**config.mk**
```make
export PLATFORM = sky130hd
export DESIGN_NAME = tlfc_config_regs
export DESIGN_NICKNAME = d
export VERILOG_FILES = /design/src/hw/tlfc_sync.v /design/src/hw/tlfc_port_arb.v /design/src/hw/tlfc_config_regs.v
export VERILOG_INCLUDE_DIRS = /design/src /design/src/hw
export SDC_FILE = /design/constraint.sdc
export NUM_CORES = 1
export LEC_CHECK = 0
export BUFFER_PORTS_ARGS = -buffer_cell sky130_fd_sc_hd__buf_4
export CORE_ASPECT_RATIO = 1.75
export CORE_UTILIZATION = 35
export CTS_BUF_LIST = sky130_fd_sc_hd__clkbuf_16
export DETAILED_ROUTE_END_ITERATION = 8
export GPL_ROUTABILITY_DRIVEN = 0
export HOLD_SLACK_MARGIN = 0.1
export SLEW_MARGIN = 25
export SYNTH_ARGS = -nofsm -noshare
export SYNTH_HDL_FRONTEND = slang
export SYNTH_SLANG_ARGS = --single-unit
```
**constraint.sdc**
```tcl
create_clock -name clk -period 2.9 [get_ports clk]
set_input_delay 0.29 -clock clk [delete_from_list [all_inputs] [get_ports clk]]
set_output_delay 0.29 -clock clk [all_outputs]
set_load 0.03 [all_outputs]
```
**src/hw/tlfc_defines.vh**
```
`ifndef TLFC_DEFINES_VH
`define TLFC_DEFINES_VH

// Register byte offsets in the port configuration space.
`define TLFC_OFS_FWD_CTRL 12'h4c4
`define TLFC_OFS_FEATURE 12'h4c8
`define TLFC_OFS_RING_DBG 12'h4cc
`define TLFC_OFS_DBG_SEL 12'h4d0
`define TLFC_OFS_STRAP0 12'h504

// Field positions of forwarding_control.
`define TLFC_FC_ARB_MODE 4
`define TLFC_FC_EGR_ORDER 5
`define TLFC_FC_CPL_ORDER 6
`define TLFC_FC_NP_STORE 7
`define TLFC_FC_DATASEL_WR 9
`define TLFC_FC_BOUNDARY 11
`define TLFC_FC_P_NO_PASS 13
`define TLFC_FC_FROZEN_P 14
`define TLFC_FC_FROZEN_NP 15

// Field positions of feature_enables.
`define TLFC_FE_DMA 0
`define TLFC_FE_NONTRANS 1
`define TLFC_FE_PWR_SAVE 2
`define TLFC_FE_OVERLAY 4
`define TLFC_FE_EGR_REQ 5

// Field positions of device_strap_config_0.
`define TLFC_SC_UPPORT_LSB 0
`define TLFC_SC_CROSS_DOM 6
`define TLFC_SC_SMBUS 7
`define TLFC_SC_I2CADR_LSB 8

// Writable masks (software side) and loader-writable masks.
`define TLFC_FC_SW_MASK 32'h0007edf0
`define TLFC_FC_LD_MASK 32'h0007eff0
`define TLFC_FE_SW_MASK 32'h000000f8
`define TLFC_FE_LD_MASK 32'h000000ff
`define TLFC_RD_LD_MASK 32'h0000001f
`define TLFC_DS_SW_MASK 32'hff000000
`define TLFC_SC_LD_MASK 32'h00000047

// Reset values.
`define TLFC_FC_RESET 32'h00008000
`define TLFC_FE_RESET 32'h00000016
`define TLFC_RD_RESET 32'h0000000a
`define TLFC_DS_RESET 32'h00000000
`define TLFC_SC_RESET 32'h00000000

`endif

```
**src/hw/tlfc_sync.v**
```verilog
`timescale 1ns/1ps
// Two-stage synchroniser for strap pins arriving from outside the clock domain.
module tlfc_sync #(
  parameter W = 1
) (
  input wire clk,
  input wire nrst,
  input wire [W-1:0] asyncIn,
  output reg [W-1:0] syncOut
);
  reg [W-1:0] stage1_r;

  always @(posedge clk or negedge nrst) begin
    if (!nrst) begin
      stage1_r <= {W{1'b0}};
      syncOut <= {W{1'b0}};
    end else begin
      stage1_r <= asyncIn;
      syncOut <= stage1_r;
    end
  end
endmodule // tlfc_sync

```
**src/hw/tlfc_port_arb.v**
```verilog
`timescale 1ns/1ps
// Round-robin port arbiter steered by the arbitration mode bit.
module tlfc_port_arb #(
  parameter PORTS = 4
) (
  input wire clk,
  input wire nrst,
  input wire stickyMode,
  input wire [PORTS-1:0] portReq,
  input wire [PORTS-1:0] creditOk,
  output reg [PORTS-1:0] grant
);
  reg [PORTS-1:0] grantNxt;
  reg [PORTS-1:0] eligible;

  // Picks the first eligible port after the current grant, wrapping round.
  function [PORTS-1:0] rrPick;
    input [PORTS-1:0] elig;
    input [PORTS-1:0] cur;
    integer i;
    integer j;
    integer last;
    reg found;
    begin
      rrPick = {PORTS{1'b0}};
      found = 1'b0;
      last = PORTS - 1;
      for (i = 0; i < PORTS; i = i + 1) begin
        if (cur[i]) begin
          last = i;
        end
      end
      for (i = 1; i <= PORTS; i = i + 1) begin
        j = (last + i) % PORTS;
        if (!found && elig[j]) begin
          rrPick[j] = 1'b1;
          found = 1'b1;
        end
      end
    end
  endfunction

  always @* begin
    eligible = stickyMode ? portReq : (portReq & creditOk);
    if (stickyMode && |(grant & portReq)) begin
      grantNxt = grant;
    end else if (!stickyMode && |(grant & portReq & creditOk)) begin
      grantNxt = grant;
    end else begin
      grantNxt = rrPick(eligible, grant);
    end
  end

  always @(posedge clk or negedge nrst) begin
    if (!nrst) begin
      grant <= {PORTS{1'b0}};
    end else begin
      grant <= grantNxt;
    end
  end
endmodule // tlfc_port_arb

```
**src/hw/tlfc_config_regs.v**
```verilog
// Summary of operation
// - Arbitration mode set: stay on granted port while it requests; else credit-checked.
// - Egress ordering bit forces ordering among packets to different egress ports.
// - Completion ordering bit orders completions of differing tags, upstream port only.
// - Non-posted store bit set selects store-and-forward; clear selects cut-through.
// - Data-select writability bit at one makes the PM data-select field writable.
// - 4KB boundary crossing check runs only while its bit is one; resets to zero.
// - Posted-ordering restriction set stops posted packets passing non-posted ones.
// - Separate frozen-ordering disables: posted resets 0, non-posted resets 1.
// - Read-only DMA capability bit reads one when DMA is enabled; resets to zero.
// - Read-only non-transparent bit reads one when enabled; resets to one.
// - Power saving enable, reset one, acts switch-wide from the port 0 copy only.
// - Egress request mode bit, reset zero, acts switch-wide from port 0 only.
// - Overlay credit update select, reset one, picks overlay flow-control update mode.
// - Cross-domain bit one gives cross-domain operation, zero transparent; resets zero.
// - Three-bit upstream port select, reset zero, valid only in transparent mode.
// - Management bus select mirrors a strap: zero is I2C, one is SMBus.
`timescale 1ns/1ps
`include "tlfc_defines.vh"
module tlfc_config_regs #(
  parameter PORT_ID = 0,
  parameter PORTS = 4
) (
  input wire clk,
  input wire nrst,
  input wire [11:0] cfgAddr,
  input wire cfgWr,
  input wire cfgRd,
  input wire [3:0] cfgByteEn,
  input wire [31:0] cfgWrData,
  output reg [31:0] cfgRdData,
  output reg cfgRdValid,
  input wire ldWr,
  input wire [11:0] ldAddr,
  input wire [31:0] ldData,
  input wire smbusStrap,
  input wire [2:0] i2cAddrStrap,
  input wire portIsUpstream,
  input wire [PORTS-1:0] portReq,
  input wire [PORTS-1:0] creditOk,
  output wire [PORTS-1:0] portGrant,
  output reg egressOrderForced,
  output reg cplOrderForced,
  output reg nonposted_store_forward,
  output reg nonpostedCutThrough,
  output reg dataSelWritable,
  output reg boundary_cross_check_on,
  output reg posted_no_pass_nonposted,
  output reg frozenOrderOffPosted,
  output reg frozen_order_off_nonposted,
  output reg dmaEnabled,
  output reg nonTransparentOn,
  output reg powerSaveOn,
  output reg egressRequestMode,
  output reg overlay_credit_update_select,
  output reg cross_domain_global,
  output reg [2:0] upPortSelect,
  output reg upPortSelectValid,
  output reg mgmtBusSmbus
);
  localparam [0:0] IS_PORT0 = (PORT_ID == 0);

  reg [31:0] fwdCtrl_r;
  reg [31:0] fwdCtrl_nxt;
  reg [31:0] feature_r;
  reg [31:0] feature_nxt;
  reg [31:0] ringDbg_r;
  reg [31:0] ringDbg_nxt;
  reg [31:0] dbgSel_r;
  reg [31:0] dbgSel_nxt;
  reg [31:0] strap0_r;
  reg [31:0] strap0_nxt;
  reg [31:0] rdMux;
  wire [31:0] byteMask;
  wire smbusSync;
  wire [2:0] i2cAddrSync;
  reg arbSticky_r;

  // Merges a write into a register under a mask of the bits that may change.
  function [31:0] mergeBits;
    input [31:0] oldVal;
    input [31:0] newVal;
    input [31:0] mask;
    begin
      mergeBits = (oldVal & ~mask) | (newVal & mask);
    end
  endfunction

  assign byteMask = {{8{cfgByteEn[3]}}, {8{cfgByteEn[2]}}, {8{cfgByteEn[1]}},
    {8{cfgByteEn[0]}}};

  tlfc_sync #(
    .W(4)
  ) u_strapSync (
    .clk(clk),
    .nrst(nrst),
    .asyncIn({smbusStrap, i2cAddrStrap}),
    .syncOut({smbusSync, i2cAddrSync})
  );

  tlfc_port_arb #(
    .PORTS(PORTS)
  ) u_portArb (
    .clk(clk),
    .nrst(nrst),
    .stickyMode(arbSticky_r),
    .portReq(portReq),
    .creditOk(creditOk),
    .grant(portGrant)
  );

  // Software writes touch only RW bits; the loader may also preset RO fields.
  // A loader write in the same cycle as a software write to one register wins.
  always @* begin
    fwdCtrl_nxt = fwdCtrl_r;
    feature_nxt = feature_r;
    ringDbg_nxt = ringDbg_r;
    dbgSel_nxt = dbgSel_r;
    strap0_nxt = strap0_r;
    if (cfgWr) begin
      case (cfgAddr)
        `TLFC_OFS_FWD_CTRL: begin
          fwdCtrl_nxt = mergeBits(fwdCtrl_r, cfgWrData, `TLFC_FC_SW_MASK & byteMask);
        end
        `TLFC_OFS_FEATURE: begin
          feature_nxt = mergeBits(feature_r, cfgWrData, `TLFC_FE_SW_MASK & byteMask);
        end
        `TLFC_OFS_DBG_SEL: begin
          dbgSel_nxt = mergeBits(dbgSel_r, cfgWrData, `TLFC_DS_SW_MASK & byteMask);
        end
        default: begin
          fwdCtrl_nxt = fwdCtrl_r;
        end
      endcase
    end
    if (ldWr) begin
      case (ldAddr)
        `TLFC_OFS_FWD_CTRL: begin
          fwdCtrl_nxt = mergeBits(fwdCtrl_nxt, ldData, `TLFC_FC_LD_MASK);
        end
        `TLFC_OFS_FEATURE: begin
          feature_nxt = mergeBits(feature_nxt, ldData, `TLFC_FE_LD_MASK);
        end
        `TLFC_OFS_RING_DBG: begin
          ringDbg_nxt = mergeBits(ringDbg_r, ldData, `TLFC_RD_LD_MASK);
        end
        `TLFC_OFS_DBG_SEL: begin
          dbgSel_nxt = mergeBits(dbgSel_nxt, ldData, `TLFC_DS_SW_MASK);
        end
        `TLFC_OFS_STRAP0: begin
          strap0_nxt = mergeBits(strap0_r, ldData, `TLFC_SC_LD_MASK);
        end
        default: begin
        end
      endcase
    end
    // Strap-mirrored fields follow the synchronised pins.
    strap0_nxt[`TLFC_SC_SMBUS] = smbusSync;
    strap0_nxt[`TLFC_SC_I2CADR_LSB +: 3] = i2cAddrSync;
  end

  always @* begin
    case (cfgAddr)
      `TLFC_OFS_FWD_CTRL: rdMux = fwdCtrl_r;
      `TLFC_OFS_FEATURE: rdMux = feature_r;
      `TLFC_OFS_RING_DBG: rdMux = ringDbg_r;
      `TLFC_OFS_DBG_SEL: rdMux = dbgSel_r;
      `TLFC_OFS_STRAP0: rdMux = strap0_r;
      default: rdMux = 32'h00000000;
    endcase
  end

  always @(posedge clk or negedge nrst) begin
    if (!nrst) begin
      fwdCtrl_r <= `TLFC_FC_RESET;
      feature_r <= `TLFC_FE_RESET;
      ringDbg_r <= `TLFC_RD_RESET;
      dbgSel_r <= `TLFC_DS_RESET;
      strap0_r <= `TLFC_SC_RESET;
      cfgRdData <= 32'h00000000;
      cfgRdValid <= 1'b0;
    end else begin
      fwdCtrl_r <= fwdCtrl_nxt;
      feature_r <= feature_nxt;
      ringDbg_r <= ringDbg_nxt;
      dbgSel_r <= dbgSel_nxt;
      strap0_r <= strap0_nxt;
      cfgRdValid <= cfgRd;
      if (cfgRd) begin
        cfgRdData <= rdMux;
      end
    end
  end

  // Control outputs are registered from the stored fields; two are inverted, three gated.
  always @(posedge clk or negedge nrst) begin
    if (!nrst) begin
      arbSticky_r <= 1'b0;
      egressOrderForced <= 1'b0;
      cplOrderForced <= 1'b0;
      nonposted_store_forward <= 1'b0;
      nonpostedCutThrough <= 1'b1;
      dataSelWritable <= 1'b0;
      boundary_cross_check_on <= 1'b0;
      posted_no_pass_nonposted <= 1'b0;
      frozenOrderOffPosted <= 1'b0;
      frozen_order_off_nonposted <= 1'b1;
      dmaEnabled <= 1'b0;
      nonTransparentOn <= 1'b1;
      powerSaveOn <= IS_PORT0 ? 1'b1 : 1'b0;
      egressRequestMode <= 1'b0;
      overlay_credit_update_select <= 1'b1;
      cross_domain_global <= 1'b0;
      upPortSelect <= 3'h0;
      upPortSelectValid <= 1'b1;
      mgmtBusSmbus <= 1'b0;
    end else begin
      arbSticky_r <= fwdCtrl_r[`TLFC_FC_ARB_MODE];
      egressOrderForced <= fwdCtrl_r[`TLFC_FC_EGR_ORDER];
      cplOrderForced <= fwdCtrl_r[`TLFC_FC_CPL_ORDER] & portIsUpstream;
      nonposted_store_forward <= fwdCtrl_r[`TLFC_FC_NP_STORE];
      nonpostedCutThrough <= ~fwdCtrl_r[`TLFC_FC_NP_STORE];
      dataSelWritable <= fwdCtrl_r[`TLFC_FC_DATASEL_WR];
      boundary_cross_check_on <= fwdCtrl_r[`TLFC_FC_BOUNDARY];
      posted_no_pass_nonposted <= fwdCtrl_r[`TLFC_FC_P_NO_PASS];
      frozenOrderOffPosted <= fwdCtrl_r[`TLFC_FC_FROZEN_P];
      frozen_order_off_nonposted <= fwdCtrl_r[`TLFC_FC_FROZEN_NP];
      dmaEnabled <= feature_r[`TLFC_FE_DMA];
      nonTransparentOn <= feature_r[`TLFC_FE_NONTRANS];
      powerSaveOn <= feature_r[`TLFC_FE_PWR_SAVE] & IS_PORT0;
      egressRequestMode <= feature_r[`TLFC_FE_EGR_REQ] & IS_PORT0;
      overlay_credit_update_select <= feature_r[`TLFC_FE_OVERLAY];
      cross_domain_global <= strap0_r[`TLFC_SC_CROSS_DOM];
      upPortSelect <= strap0_r[`TLFC_SC_UPPORT_LSB +: 3];
      upPortSelectValid <= ~strap0_r[`TLFC_SC_CROSS_DOM];
      mgmtBusSmbus <= strap0_r[`TLFC_SC_SMBUS];
    end
  end
endmodule // tlfc_config_regs

```
## After elaboration in Yosys (flattened, before gate mapping)

Cells that the tools add are included.

| word-level totals | value |
|---|---|
| input bits | 110 |
| output and inout bits | 57 |
| word-level logic and storage cells | 165 |
| bits in registers | 226 |

| operators by class | value |
|---|---|
| muxes and demuxes | 59 |
| reductions and logical operators | 22 |
| $add $sub $neg | 4 |
| equal/unequal tests | 10 |
| order comparisons | 8 |
| bitwise gates (word level) | 32 |

Operators with widths:

| cell | count |
|---|---|
| 2-to-1 mux 32 bit | 14 |
| case mux 32 bit (5 select lines) | 1 |
| bitwise AND 32 bit | 4 |
| equality test 12 x 11 -> 1 bit (second input constant) | 10 |
| OR 32 bit | 3 |
| adder 32 x 3 -> 32 bit (second input constant) | 2 |
| 2-to-1 mux 4 bit | 11 |
| adder 32 x 2 -> 32 bit (second input constant) | 1 |
| adder 32 x 4 -> 32 bit (second input constant) | 1 |
| bitwise AND 32 x 19 -> 32 bit | 1 |
| bitwise AND 32 x 8 -> 32 bit | 1 |
| NOT 19 -> 32 bit | 1 |
| NOT 32 bit | 1 |
| NOT 8 -> 32 bit | 1 |
| OR 24 x 32 -> 32 bit | 1 |
| OR 32 x 19 -> 32 bit | 1 |
| OR 32 x 5 -> 32 bit | 1 |
| OR 32 x 7 -> 32 bit | 1 |
| OR 32 x 8 -> 32 bit | 1 |
| 2-to-1 mux 1 bit | 21 |
| less-than comparator 3 x 4 -> 1 bit (second input constant) | 4 |
| bitwise AND 4 bit | 3 |
| >= comparator 3 x 1 -> 1 bit (second input constant) | 4 |
| OR 4 bit | 3 |
| other kinds (10) | 43 |

## Depth between registers and ports, before layout

Gate-level depths: netlist (run 1).

| depth | value |
|---|---|
| depth in word-level cells | 28 |
| depth in mapped cells | 8 |
| mapped depth without buffers | 8 |

## Modules after synthesis

Synthesis (run 1) repeated with hierarchy kept, for this count alone.

| unflattened totals | value |
|---|---|
| cell total of the unflattened synthesis | 382 |
| area, all modules | 4708.3 µm² |

Modules (own cells, without submodules):

| module | sequential area each (µm²) | cells each | times used | area each (µm²) |
|---|---|---|---|---|
| tlfc_config_regs | 2292.2 | 308 | 1 | 3893.7 |
| tlfc_port_arb | 100.1 | 66 | 1 | 614.3 |
| tlfc_sync | 200.2 | 8 | 1 | 200.2 |

## Least setup slack after synthesis (run 1)

Ideal clock, no wire load.

| path | value |
|---|---|
| path type | flip-flop to flip-flop |
| start point | register u_portArb.grant[1] |
| end point | register u_portArb.grant[0] |
| stages on the path, launching flop included | 9 |
| setup slack | 0.070 ns |
| data required time | 2.818 ns |
| data arrival time | 2.749 ns |
| setup time | 0.082 ns |
| buffers on the path | 0 |
| path through | dfrtp_1 -> nor2_1 -> nor3_2 -> inv_1 -> ha_1 -> mux4_1 -> a21oi_1 -> a32oi_1 -> a31oi_1 |

| on the way | value |
|---|---|
| longest elaborated chain between the ends | 25 |
| elaborated cells on any way between the ends | 86 |

RTL lines:

| element | line | source |
|---|---|---|
| start: declaration | tlfc_port_arb.v:11 | `output reg [PORTS-1:0] grant` |
| start signal: assignment | tlfc_port_arb.v:56 | `grant <= {PORTS{1'b0}};` |
| start signal: assignment | tlfc_port_arb.v:58 | `grant <= grantNxt;` |
| 2-to-1 mux 2 bit (3 in series) | tlfc_port_arb.v:29 | `if (cur[i]) begin` |
| 2-to-1 mux 32 bit | tlfc_port_arb.v:47 | `end else if (!stickyMode && \|(grant & portReq & creditOk)) begin` |
| 2-to-1 mux 32 bit | tlfc_port_arb.v:45 | `if (stickyMode && \|(grant & portReq)) begin` |
| adder 32 x 2 -> 32 bit | tlfc_port_arb.v:34 | `j = (last + i) % PORTS;` |
| OR reduction 2 bit (no line) or binary-select mux 1 bit (select 2 bit) (tied branches) | -- |  |
| bitwise AND 1 bit (no line) or 2-to-1 mux 1 bit (tied branches) | -- |  |
| less-than comparator 3 x 4 -> 1 bit (implied by the code) (tied with other cells) | tlfc_port_arb.v:36 | `rrPick[j] = 1'b1;` |
| logical AND 1 bit (implied by the code) or 2-to-1 mux 1 bit (tied branches) | tlfc_port_arb.v:36, tlfc_port_arb.v:35 |  |
| (+7 left out) | -- |  |
| 2-to-1 mux 4 bit or logical NOT 1 bit (tied branches) | tlfc_port_arb.v:47, tlfc_port_arb.v:35 |  |
| 2-to-1 mux 4 bit or logical AND 1 bit (tied branches) | tlfc_port_arb.v:45, tlfc_port_arb.v:35 |  |
| OR 4 bit (no line) or 2-to-1 mux 1 bit (tied branches) | -- |  |
| 2-to-1 mux 4 bit or 2-to-1 mux 1 bit (tied branches) | tlfc_port_arb.v:35, tlfc_port_arb.v:47 |  |
| 2-to-1 mux 4 bit or 2-to-1 mux 1 bit (tied branches) | tlfc_port_arb.v:47, tlfc_port_arb.v:45 |  |
| 2-to-1 mux 4 bit or logical NOT 1 bit (tied branches) | tlfc_port_arb.v:45, tlfc_port_arb.v:35 |  |
| OR 4 bit (no line) or logical AND 1 bit (tied branches) | -- |  |
| 2-to-1 mux 4 bit | tlfc_port_arb.v:35 | `if (!found && elig[j]) begin` |

Several ways; a longest one is shown, not always the timed one. The select of a mux whose other input is x is not followed.
A chain may end at the register's enable or synchronous reset.

## Final worst setup path (run 1)

| path | value |
|---|---|
| start point | register u_portArb.grant[1] |
| end point | register u_portArb.grant[3] |

The elaborated chain is that of the path after synthesis.

==> summary.txt, run 1 <==
Clocking
  – Setup repair bufs after CTS: 0
  – CTS H-tree lvls: 3
  – TritonCTS clock tree: built
  – Worst-Skew Late Latency: around 340 ps
  – CTS sink count: 103
  – CTS Root Cell: clkbuf_16
  – Clock-pin slew on the worst setup and hold paths: about 80 ps
  – TritonCTS Buffers: 9
  – Longest Clk Path Bufs: 2

Yosys
  – Top_reg_cell synth: dfrtp_1
  – Synthesis Warnings: 0
  – Syn avg cell area: between 10 and 15 µm²
  – FFs w/ async S/R, synth: 1.00
  – Sequential-to-total area share from yosys stat: 0.571
  – Synthesis-stage register bit count: around 100
  – Distinct cells, synth: 55
  – Netlist Area Pre-Place: between 4000 and 5000 µm²
  – Post-Syn Instances: between 300 and 400
  – EDFF count, synth: 0

Drt
  – DRC viols: 0
  – First-pass detailed-route iteration total: 4
  – Starting DRT DRC Count: roughly 120
  – Via-per-instance ratio: 4.89
  – Routed WL: approximately 11 mm
  – Vias: about 3500
  – Antenna Nets Post-Route: 0
  – WL/cell: about 16 µm

STA
  – Final Hold Viols: 0
  – Tmin final: 2640 ps
  – Final setup fails: 0
  – Total Neg Setup Slack: 0 ps
  – Slew Viols, Final: 0
  – Max-slew headroom: 0.426
  – Worst-margin pin slew: 856 ps
  – RSZ-0062 raised after global routing: no
  – Clock Skew: ~7.3 ps
  – Final period utilization: 0.912
  – Maximum clock rate: roughly 380 MHz

Floorplan
  – Initial core utilization: 0.361
  – Area of the die: roughly 13000 µm²
  – Row cnt: 54
  – Die span in x: just under 90 µm
  – Die H: around 150 µm
  – Core area: ~13000 µm²
  – Num ports: 167

Place
  – Buffers on Ports: around 140
  – HPWL after DPL: 8.59 mm

Layout
  – Area delta synth->final: 35.9%
  – Most common cell after layout, fill and taps aside: buf_4
  – Most frequent cells in the layout: 151 x buf_4, 91 x dfrtp_1, 34 x nor2_1
  – Layout cell share with drive strength beyond 1: 0.364
  – Ant. Diodes: 0
  – Final #Nets: roughly 660

GRT
  – Vias in the first global route: 3618
  – Largest net degree at the start of global routing: slightly below 60
  – Antenna violations before repair: 0
  – Congestion Overflow GR: 0
  – Total GRT Usage: 0.176
  – First-pass GRT wire length: ~18 mm

Critical path
  – CP endpoint kind: register
  – Req. time, crit path: ~3200 ps
  – Startpoint class of the critical path: register
  – Critical path class: reg -> reg
  – Worst EP arrival: between 2000 and 3000 ps
  – Worst-path maximum fanout: 6
  – FF-to-FF path depth: 8

Power and ir drop
  – Sw frac: 0.314
  – Flop pwr share: 0.419
  – Max rail drop VDD: about 0.00032 V
  – Clock share of power: 0.334
  – Cell-internal power: about 2500 µW
  – Static leakage: 0.00296 µW
  – Pwr dens: just under 600 nW/µm²
  – Sw Pwr: 1150 µW
  – Logic pwr share: 0.247
  – Post-route total power: approximately 3700 µW

Outcome
  – Run status: finished clean

Run
  – Maxcap violations: 0

Hold path
  – Hold Path Stages: 2
  – Min-Delay Path Class: in -> reg
## state kept, by name, indices dropped and copies added, names as in the netlist, 3 cells and up
register	cells
u_strapSync.stage1_r	4
ringDbg_r	5
upPortSelect	3
dbgSel_r	8
fwdCtrl_r	14
u_portArb.grant	4
u_strapSync.syncOut	4
strap0_r	8
feature_r	8
cfgRdData	26
## worst paths after layout
kind,startpoint,end,slack (ps)
max,u_portArb.grant[1],u_portArb.grant[3],260
min,portIsUpstream,cplOrderForced,150
max reg2reg,u_portArb.grant[1],u_portArb.grant[3],260
min reg2reg,u_strapSync.syncOut[3],strap0_r[7],350
max in group asynchronous,nrst,feature_r[1],1600
min in group asynchronous,nrst,u_strapSync.syncOut[0],530
## cells in the mapped netlist (all sizes together), types with 7 or more instances
library cell	instances	share of area
inv	35	0.029
and2	7	0.011
mux2	13	0.032
a31oi	8	0.011
o22ai	11	0.015
mux2i	26	0.057
nor2	35	0.031
dfstp	12	0.069
clkbuf	12	0.0099
dfrtp	91	0.50
a21oi	27	0.030
ha	7	0.019
o21ai	19	0.023
buf	11	0.016
nand3	21	0.023
## power by group through the flow
stage	clock, µW	combinational, µW	sequential (µW)
6_report	1220	905	1530
4_1_cts	1260	904	1540
3_5_place_dp	0	900	1560
2_1_floorplan	0	551	1610
3_3_place_gp	0	877	1560
5_1_grt	1310	989	1540
## metal layers
| metal | track usage | vias to the layer above | share of wire |
|---|---|---|---|
| met1 | 0.202 | 1694 | 0.39 |
| met2 | 0.302 | 112 | 0.52 |
| met5 | 0 | - | 0 |
| li1 | - | 1691 | - |
| met3 | 0.0493 | 17 | 0.063 |
| met4 | 0.0714 | 0 | 0.022 |
## worst max-delay path: stages, from the launching register on
cell and delay (ps):
dfrtp_1 440, nor2_1 110, nor3_2 140, inv_1 120, ha_1 360, mux4_1 690
a21oi_1 340, a32oi_1 180, a31oi_1 190
## cell families (layout without fill, tap and decap cells)
group / Yosys count / in the layout / share of synthesized area
flip-flops: 103 / 103 / 0.571
AND/OR/NAND/NOR: 93 / 93 / 0.111
AO/OA/AOI/OAI: 90 / 90 / 0.131
buffers and inverters: 58 / 208 / 0.0552
multiplexers: 43 / 43 / 0.112
adder cells (fa/ha/maj): 7 / 7 / 0.0193
other: 1 / 6 / 0.000827
## through the flow
stage | utilization | hold WS (ps) | worst slack [ps] | instances | instance area, µm²
after global routing | 0.491 | 152 | 27.6 | 718 | 6160
after CTS | 0.491 | 139 | 267 | 718 | 6160
after detailed placement | 0.462 | 336 | 274 | 697 | 5810
final | 0.491 | 154 | 256 | 718 | 6160
after global placement | 0.462 | 334 | 377 | 697 | 5810
after floorplan | - | -5.59 | 69.5 | 400 | 4560
## layout make-up
class,count,area [µm²]
Fill cell,1215,6400
Sequential cell,103,2590
Multi-Input combinational cell,239,1720
Timing Repair Buffer,157,1200
Clock buffer,9,225
Tap cell,168,210
Inverter,35,131
Clock inverter,7,83.8
## what timing repair did
item                      CTS  global route
hold buffers                5             0
hold endpoints to repair   54             0
resized for setup           0             0
Note: power is estimated with default switching activity, not from simulation.
==> run 2: changes to the inputs <==
--- a/config.mk
+++ b/config.mk
@@ -8,6 +8,7 @@
 export LEC_CHECK = 0
 export BUFFER_PORTS_ARGS = -buffer_cell sky130_fd_sc_hd__buf_4
 export CORE_ASPECT_RATIO = 1.75
+export CORE_MARGIN = 2
 export CORE_UTILIZATION = 35
 export CTS_BUF_LIST = sky130_fd_sc_hd__clkbuf_16
 export DETAILED_ROUTE_END_ITERATION = 8
==> constraint.sdc (replaced) <==
create_clock -name clk -period 2.9 [get_ports clk]
set_input_delay 0.29 -clock clk [delete_from_list [all_inputs] [get_ports clk]]
set_output_delay 0.29 -clock clk [all_outputs]
set_load 0.01 [all_outputs]
==> run 2 against run 1 <==
Combinational power down 3.1%. Routed wire length increased by 5.7%. Register-to-register slack got worse by 70 ps. Setup slack lost 74 ps. Sequential share of layout area about the same. Final area hardly changed. Critical endpoint is now u_portArb.grant[2]. Sequential power about the same. Total power shrank 1.4%. Via count is 2.0% higher.
==> summary.txt, run 2 (synthesized netlist as in run 1, its figures left out) <==
Layout
  – Area taken by flip-flops and latches: about 2600 µm²
  – Layout cell share with drive strength beyond 1: 0.365
  – Largest regs: cfgRdData x26, fwdCtrl_r x14
  – Top reg by flops: cfgRdData
  – Area of the multi-input gates: about 1700 µm²
  – Max reg flops: 26
  – Ant. Diodes: 0
  – Final #Nets: around 660
  – Most common cell after layout, fill and taps aside: buf_4
  – Area delta synth->final: 35.8%
  – Fillers: roughly 1200
  – Most frequent cells in the layout: 152 x buf_4, 91 x dfrtp_1, 34 x nor2_1

Drt
  – Antenna Nets Post-Route: 0
  – Routed WL: between 10 and 15 mm
  – WL/cell: between 15 and 20 µm
  – Via-per-instance ratio: approximately 5.0
  – Vias: between 3000 and 4000
  – First-pass detailed-route iteration total: 7
  – Starting DRT DRC Count: 188
  – DRC viols: 0

GRT
  – Total GRT Usage: 0.170
  – First-pass GRT wire length: roughly 19 mm
  – Antenna violations before repair: 0
  – Congestion Overflow GR: 0
  – Largest net degree at the start of global routing: between 100 and 150
  – Vias in the first global route: 3664

STA
  – RSZ-0062 raised after global routing: no
  – Max-slew headroom: 0.432
  – Final period utilization: 0.937
  – Worst-margin pin slew: ~850 ps
  – Slew Viols, Final: 0
  – Hold_ws: ~160 ps
  – Total Neg Setup Slack: 0 ps
  – Maximum clock rate: 368 MHz
  – Clock Skew: 7.36 ps
  – Final setup fails: 0
  – Tmin final: between 2000 and 3000 ps
  – Final Hold Viols: 0

Power and ir drop
  – Clock share of power: 0.333
  – Sw Pwr: around 1100 µW
  – Logic pwr share: 0.243
  – Static leakage: between 0.002 and 0.003 µW
  – Sw frac: 0.307
  – Max rail drop VDD: ~0.00028 V
  – Cell-internal power: about 2500 µW
  – Pwr dens: 586 nW/µm²
  – Flop pwr share: 0.425

Floorplan
  – Area of the die: 13900 µm²
  – Die span in x: between 90 and 100 µm
  – Num ports: ~170
  – Core area: around 13000 µm²
  – Initial core utilization: 0.354
  – Die H: ~150 µm
  – Row cnt: between 50 and 60

Critical path
  – Internal reg-to-reg setup slack: roughly 180 ps
  – Req. time, crit path: 3160 ps
  – FF-to-FF path depth: 7
  – RR Endpoint: u_portArb.grant[2]
  – Critical path class: reg -> reg
  – Worst-path maximum fanout: 7
  – Worst EP arrival: between 2000 and 3000 ps
  – Startpoint class of the critical path: register
  – CP endpoint kind: register
  – Worst r2r src: u_portArb.grant[2]

Clocking
  – TritonCTS clock tree: built
  – Longest Clk Path Bufs: 2
  – Setup repair bufs after CTS: 0
  – CTS Root Cell: clkbuf_16
  – Worst-Skew Late Latency: 340 ps
  – CTS H-tree lvls: 3
  – Clock-pin slew on the worst setup and hold paths: about 80 ps
  – TritonCTS Buffers: 9
  – CTS sink count: 103

Hold path
  – Min-Delay Path Class: in -> reg
  – Hold Crit Start: ldData[9]
  – Hold Crit Endpoint: fwdCtrl_r[9]
  – Hold Path Stages: 2

Place
  – HPWL after DPL: between 8 and 9 mm
  – Buffers on Ports: 144

Outcome
  – Run status: finished clean

Run
  – Maxcap violations: 0
-- run 2: cell type report --
cell class,instances,share of cell area
Tap cell,171,0.0347
Multi-Input combinational cell,239,0.279
Clock inverter,7,0.0112
Clock buffer,9,0.0366
Inverter,35,0.0213
Sequential cell,103,0.421
Timing Repair Buffer,158,0.197
-- run 2: worst max path at each step --
stage / startpoint / endpoint / depth (start not counted)
after floorplan: u_portArb.grant[1] / u_portArb.grant[0] / 8
after global placement: u_portArb.grant[2] / u_portArb.grant[3] / 7
after detailed placement: u_portArb.grant[2] / u_portArb.grant[2] / 7
after CTS: u_portArb.grant[2] / u_portArb.grant[2] / 7
after global routing: u_portArb.grant[1] / u_portArb.grant[2] / 8
final: u_portArb.grant[2] / u_portArb.grant[2] / 7
-- run 2: power by group through the flow --
| stage | logic (µW) | clock network [µW] | registers, µW |
|---|---|---|---|
| after detailed placement | 859 | 0 | 1560 |
| after CTS | 863 | 1250 | 1540 |
| after global routing | 947 | 1300 | 1540 |
| after floorplan | 544 | 0 | 1560 |
| final | 877 | 1200 | 1530 |
| after global placement | 820 | 0 | 1560 |
-- run 2: critical path, cell delays in order (launching register included) --
cell     delay (ps)
dfrtp_1         460
nor3_2          220
inv_1           120
ha_1            360
mux4_1          710
a21oi_1         360
a32oi_1         180
a31oi_1         210
-- run 2: through the flow --
stage	utilization	setup slack, ps	cells	power, µW	cell area [µm²]
CTS	0.481	258	722	3650	6160
global route	0.481	13.1	722	3790	6160
global placement	0.454	386	701	2380	5820
finish	0.481	182	722	3610	6160
detailed placement	0.454	264	701	2420	5820
floorplan	-	224	400	2110	4560
-- run 2: layer usage --
layer	vias to the layer above	part of all wire	wire, µm	global-route usage
met5	-	0	0	0
met4	0	0.029	342	0.0674
met3	24	0.054	644	0.0429
met2	122	0.54	6480	0.311
met1	1737	0.38	4530	0.188
li1	1703	-	-	-
-- run 2: what timing repair did --
action,CTS,global route
hold buffers,5,0
resized for setup,0,0
endpoints found under the hold margin,95,0
==> run 3: changes to the inputs <==
--- a/config.mk
+++ b/config.mk
@@ -14,6 +14,7 @@
 export DETAILED_ROUTE_END_ITERATION = 8
 export GPL_ROUTABILITY_DRIVEN = 0
 export HOLD_SLACK_MARGIN = 0.1
+export RECOVER_POWER = 50
 export SLEW_MARGIN = 25
 export SYNTH_ARGS = -nofsm -noshare
 export SYNTH_HDL_FRONTEND = slang
==> run 3 against run 2 <==
The flow now finishes with violations (max-capacitance violations, max-slew violations). Clock-buffer cell count unchanged. Routed wire length about the same. Utilization decreased by 0.13 points. Largest power group unchanged. Highest routed layer unchanged.
==> summary.txt, run 3 (synthesized netlist as in run 1, its figures left out) <==
Outcome
  – Run status: complete, but fails checks
  – Failing checks: max-capacitance violations, max-slew violations

Floorplan
  – Initial core utilization: 0.354
  – Row cnt: 55
  – Area of the die: about 14000 µm²
  – Core area: 12800 µm²
  – Die H: 155 µm
  – Die span in x: between 90 and 100 µm
  – Num ports: roughly 170

Layout
  – Final #Nets: 663
  – Most frequent cells in the layout: 146 x buf_4, 91 x dfrtp_1, 34 x nor2_1
  – Final instance area: a little over 6000 µm²
  – Top reg by flops: cfgRdData
  – Fillers: ~1200
  – Most common cell after layout, fill and taps aside: buf_4
  – Layout cell share with drive strength beyond 1: 0.356
  – Max reg flops: 26
  – Ant. Diodes: 0
  – Largest regs: cfgRdData x26, fwdCtrl_r x14
  – Area delta synth->final: 35.4%
  – Layout Utilization: 0.480

Critical path
  – Crit-path cells: nor3_2 -> inv_1 -> ha_1 -> mux4_1 -> a21oi_1 -> a32oi_1 -> a31oi_1
  – Worst Path Buf+Inv: 1
  – Slowest-stage cell, CP: mux4_1
  – Worst-path maximum fanout: 7
  – Startpoint class of the critical path: register
  – CP endpoint kind: register
  – Req. time, crit path: 3160 ps
  – Critical path class: reg -> reg
  – Max stage delay on crit path: a little over 700 ps
  – Worst EP arrival: just under 3000 ps
  – Top delay family on crit path: compound AO/OA/AOI/OAI gates

STA
  – Hold_ws: 164 ps
  – Total Neg Setup Slack: 0 ps
  – Final Hold Viols: 0
  – Worst-margin pin slew: approximately 1800 ps
  – Final period utilization: 0.938
  – Slew Viols, Final: 44
  – RSZ-0062 raised after global routing: no
  – Final setup fails: 0
  – Clock Skew: around 6.4 ps
  – Maximum clock rate: roughly 370 MHz
  – Tmin final: between 2000 and 3000 ps
  – Max-slew headroom: -0.220

Place
  – Buffers on Ports: 144
  – Placed instance area: about 5800 µm²
  – HPWL after DPL: 8.97 mm

GRT
  – Vias in the first global route: around 3700
  – Antenna violations before repair: 0
  – Total GRT Usage: 0.170
  – First-pass GRT wire length: roughly 19 mm
  – Largest net degree at the start of global routing: around 100
  – Congestion Overflow GR: 0

Clocking
  – CTS H-tree lvls: 3
  – Setup repair bufs after CTS: 0
  – Clock-pin slew on the worst setup and hold paths: about 80 ps
  – PostCTS Resize Cnt: 0
  – Worst-Skew Late Latency: 340 ps
  – TritonCTS clock tree: built
  – TritonCTS Buffers: 9
  – Longest Clk Path Bufs: 2
  – CTS Root Cell: clkbuf_16
  – CTS sink count: 103

Drt
  – Via-per-instance ratio: slightly below 5
  – Starting DRT DRC Count: about 180
  – DRC viols: 0
  – Antenna Nets Post-Route: 0
  – WL/cell: approximately 17 µm
  – Routed WL: 12.0 mm
  – First-pass detailed-route iteration total: 7
  – Vias: about 3600

Power and ir drop
  – Static leakage: about 0.0030 µW
  – Pwr dens: approximately 600 nW/µm²
  – Max rail drop VDD: ~0.00028 V

Run
  – Maxcap violations: 1

Hold path
  – Min-Delay Path Class: in -> reg
-- run 3: changes by cell type in the layout (fill, tap and decap cells not counted), sizes merged --
cell,delta
buf,-7
clkbuf,+7
-- run 3: final cells by class --
type	count	area (µm²)	area share
Clock buffer	9	225	0.0367
Clock inverter	7	68.8	0.0112
Inverter	35	131	0.0214
Multi-Input combinational cell	239	1720	0.280
Sequential cell	103	2590	0.422
Tap cell	171	214	0.0348
Timing Repair Buffer	158	1190	0.194
-- run 3: through the flow --
step	std cells	setup WS (ps)	power, µW
after detailed placement	701	264	2420
final	722	179	3610
after global routing	722	13.1	3790
after floorplan	400	224	2110
after global placement	701	386	2380
after CTS	722	258	3650
-- run 3: final timing paths --
kind	start	endpoint	slack, ps	cells past startpoint
worst min register to register	u_strapSync.syncOut[2]	strap0_r[10]	350	0
max in group asynchronous	nrst	u_portArb.grant[3]	1080	3
worst max-delay path	u_portArb.grant[2]	u_portArb.grant[2]	180	7
min in group asynchronous	nrst	fwdCtrl_r[9]	920	3
worst max register to register	u_portArb.grant[2]	u_portArb.grant[2]	180	7
worst min-delay path	ldData[9]	fwdCtrl_r[9]	160	2
-- run 3: per-layer routing --
layer / vias to the layer above / global-route usage / routed length, µm
met3: 20 / 0.0429 / 598
met1: 1738 / 0.188 / 4570
met4: 0 / 0.0674 / 330
met5: - / 0 / 0
li1: 1702 / - / -
met2: 112 / 0.311 / 6490
-- run 3: repair_timing --
item	in CTS	in global routing
hold endpoints to repair	95	0
hold buffers	5	0
setup endpoints to repair	0	0
-- run 3: power by group --
part | leakage, µW | internal [µW] | switching [µW] | total (µW)
combinational | 0.00145 | 408 | 466 | 874
sequential | 0.00136 | 1480 | 52.8 | 1530
clock | 0.000147 | 612 | 589 | 1200
total | 0.00295 | 2500 | 1110 | 3610
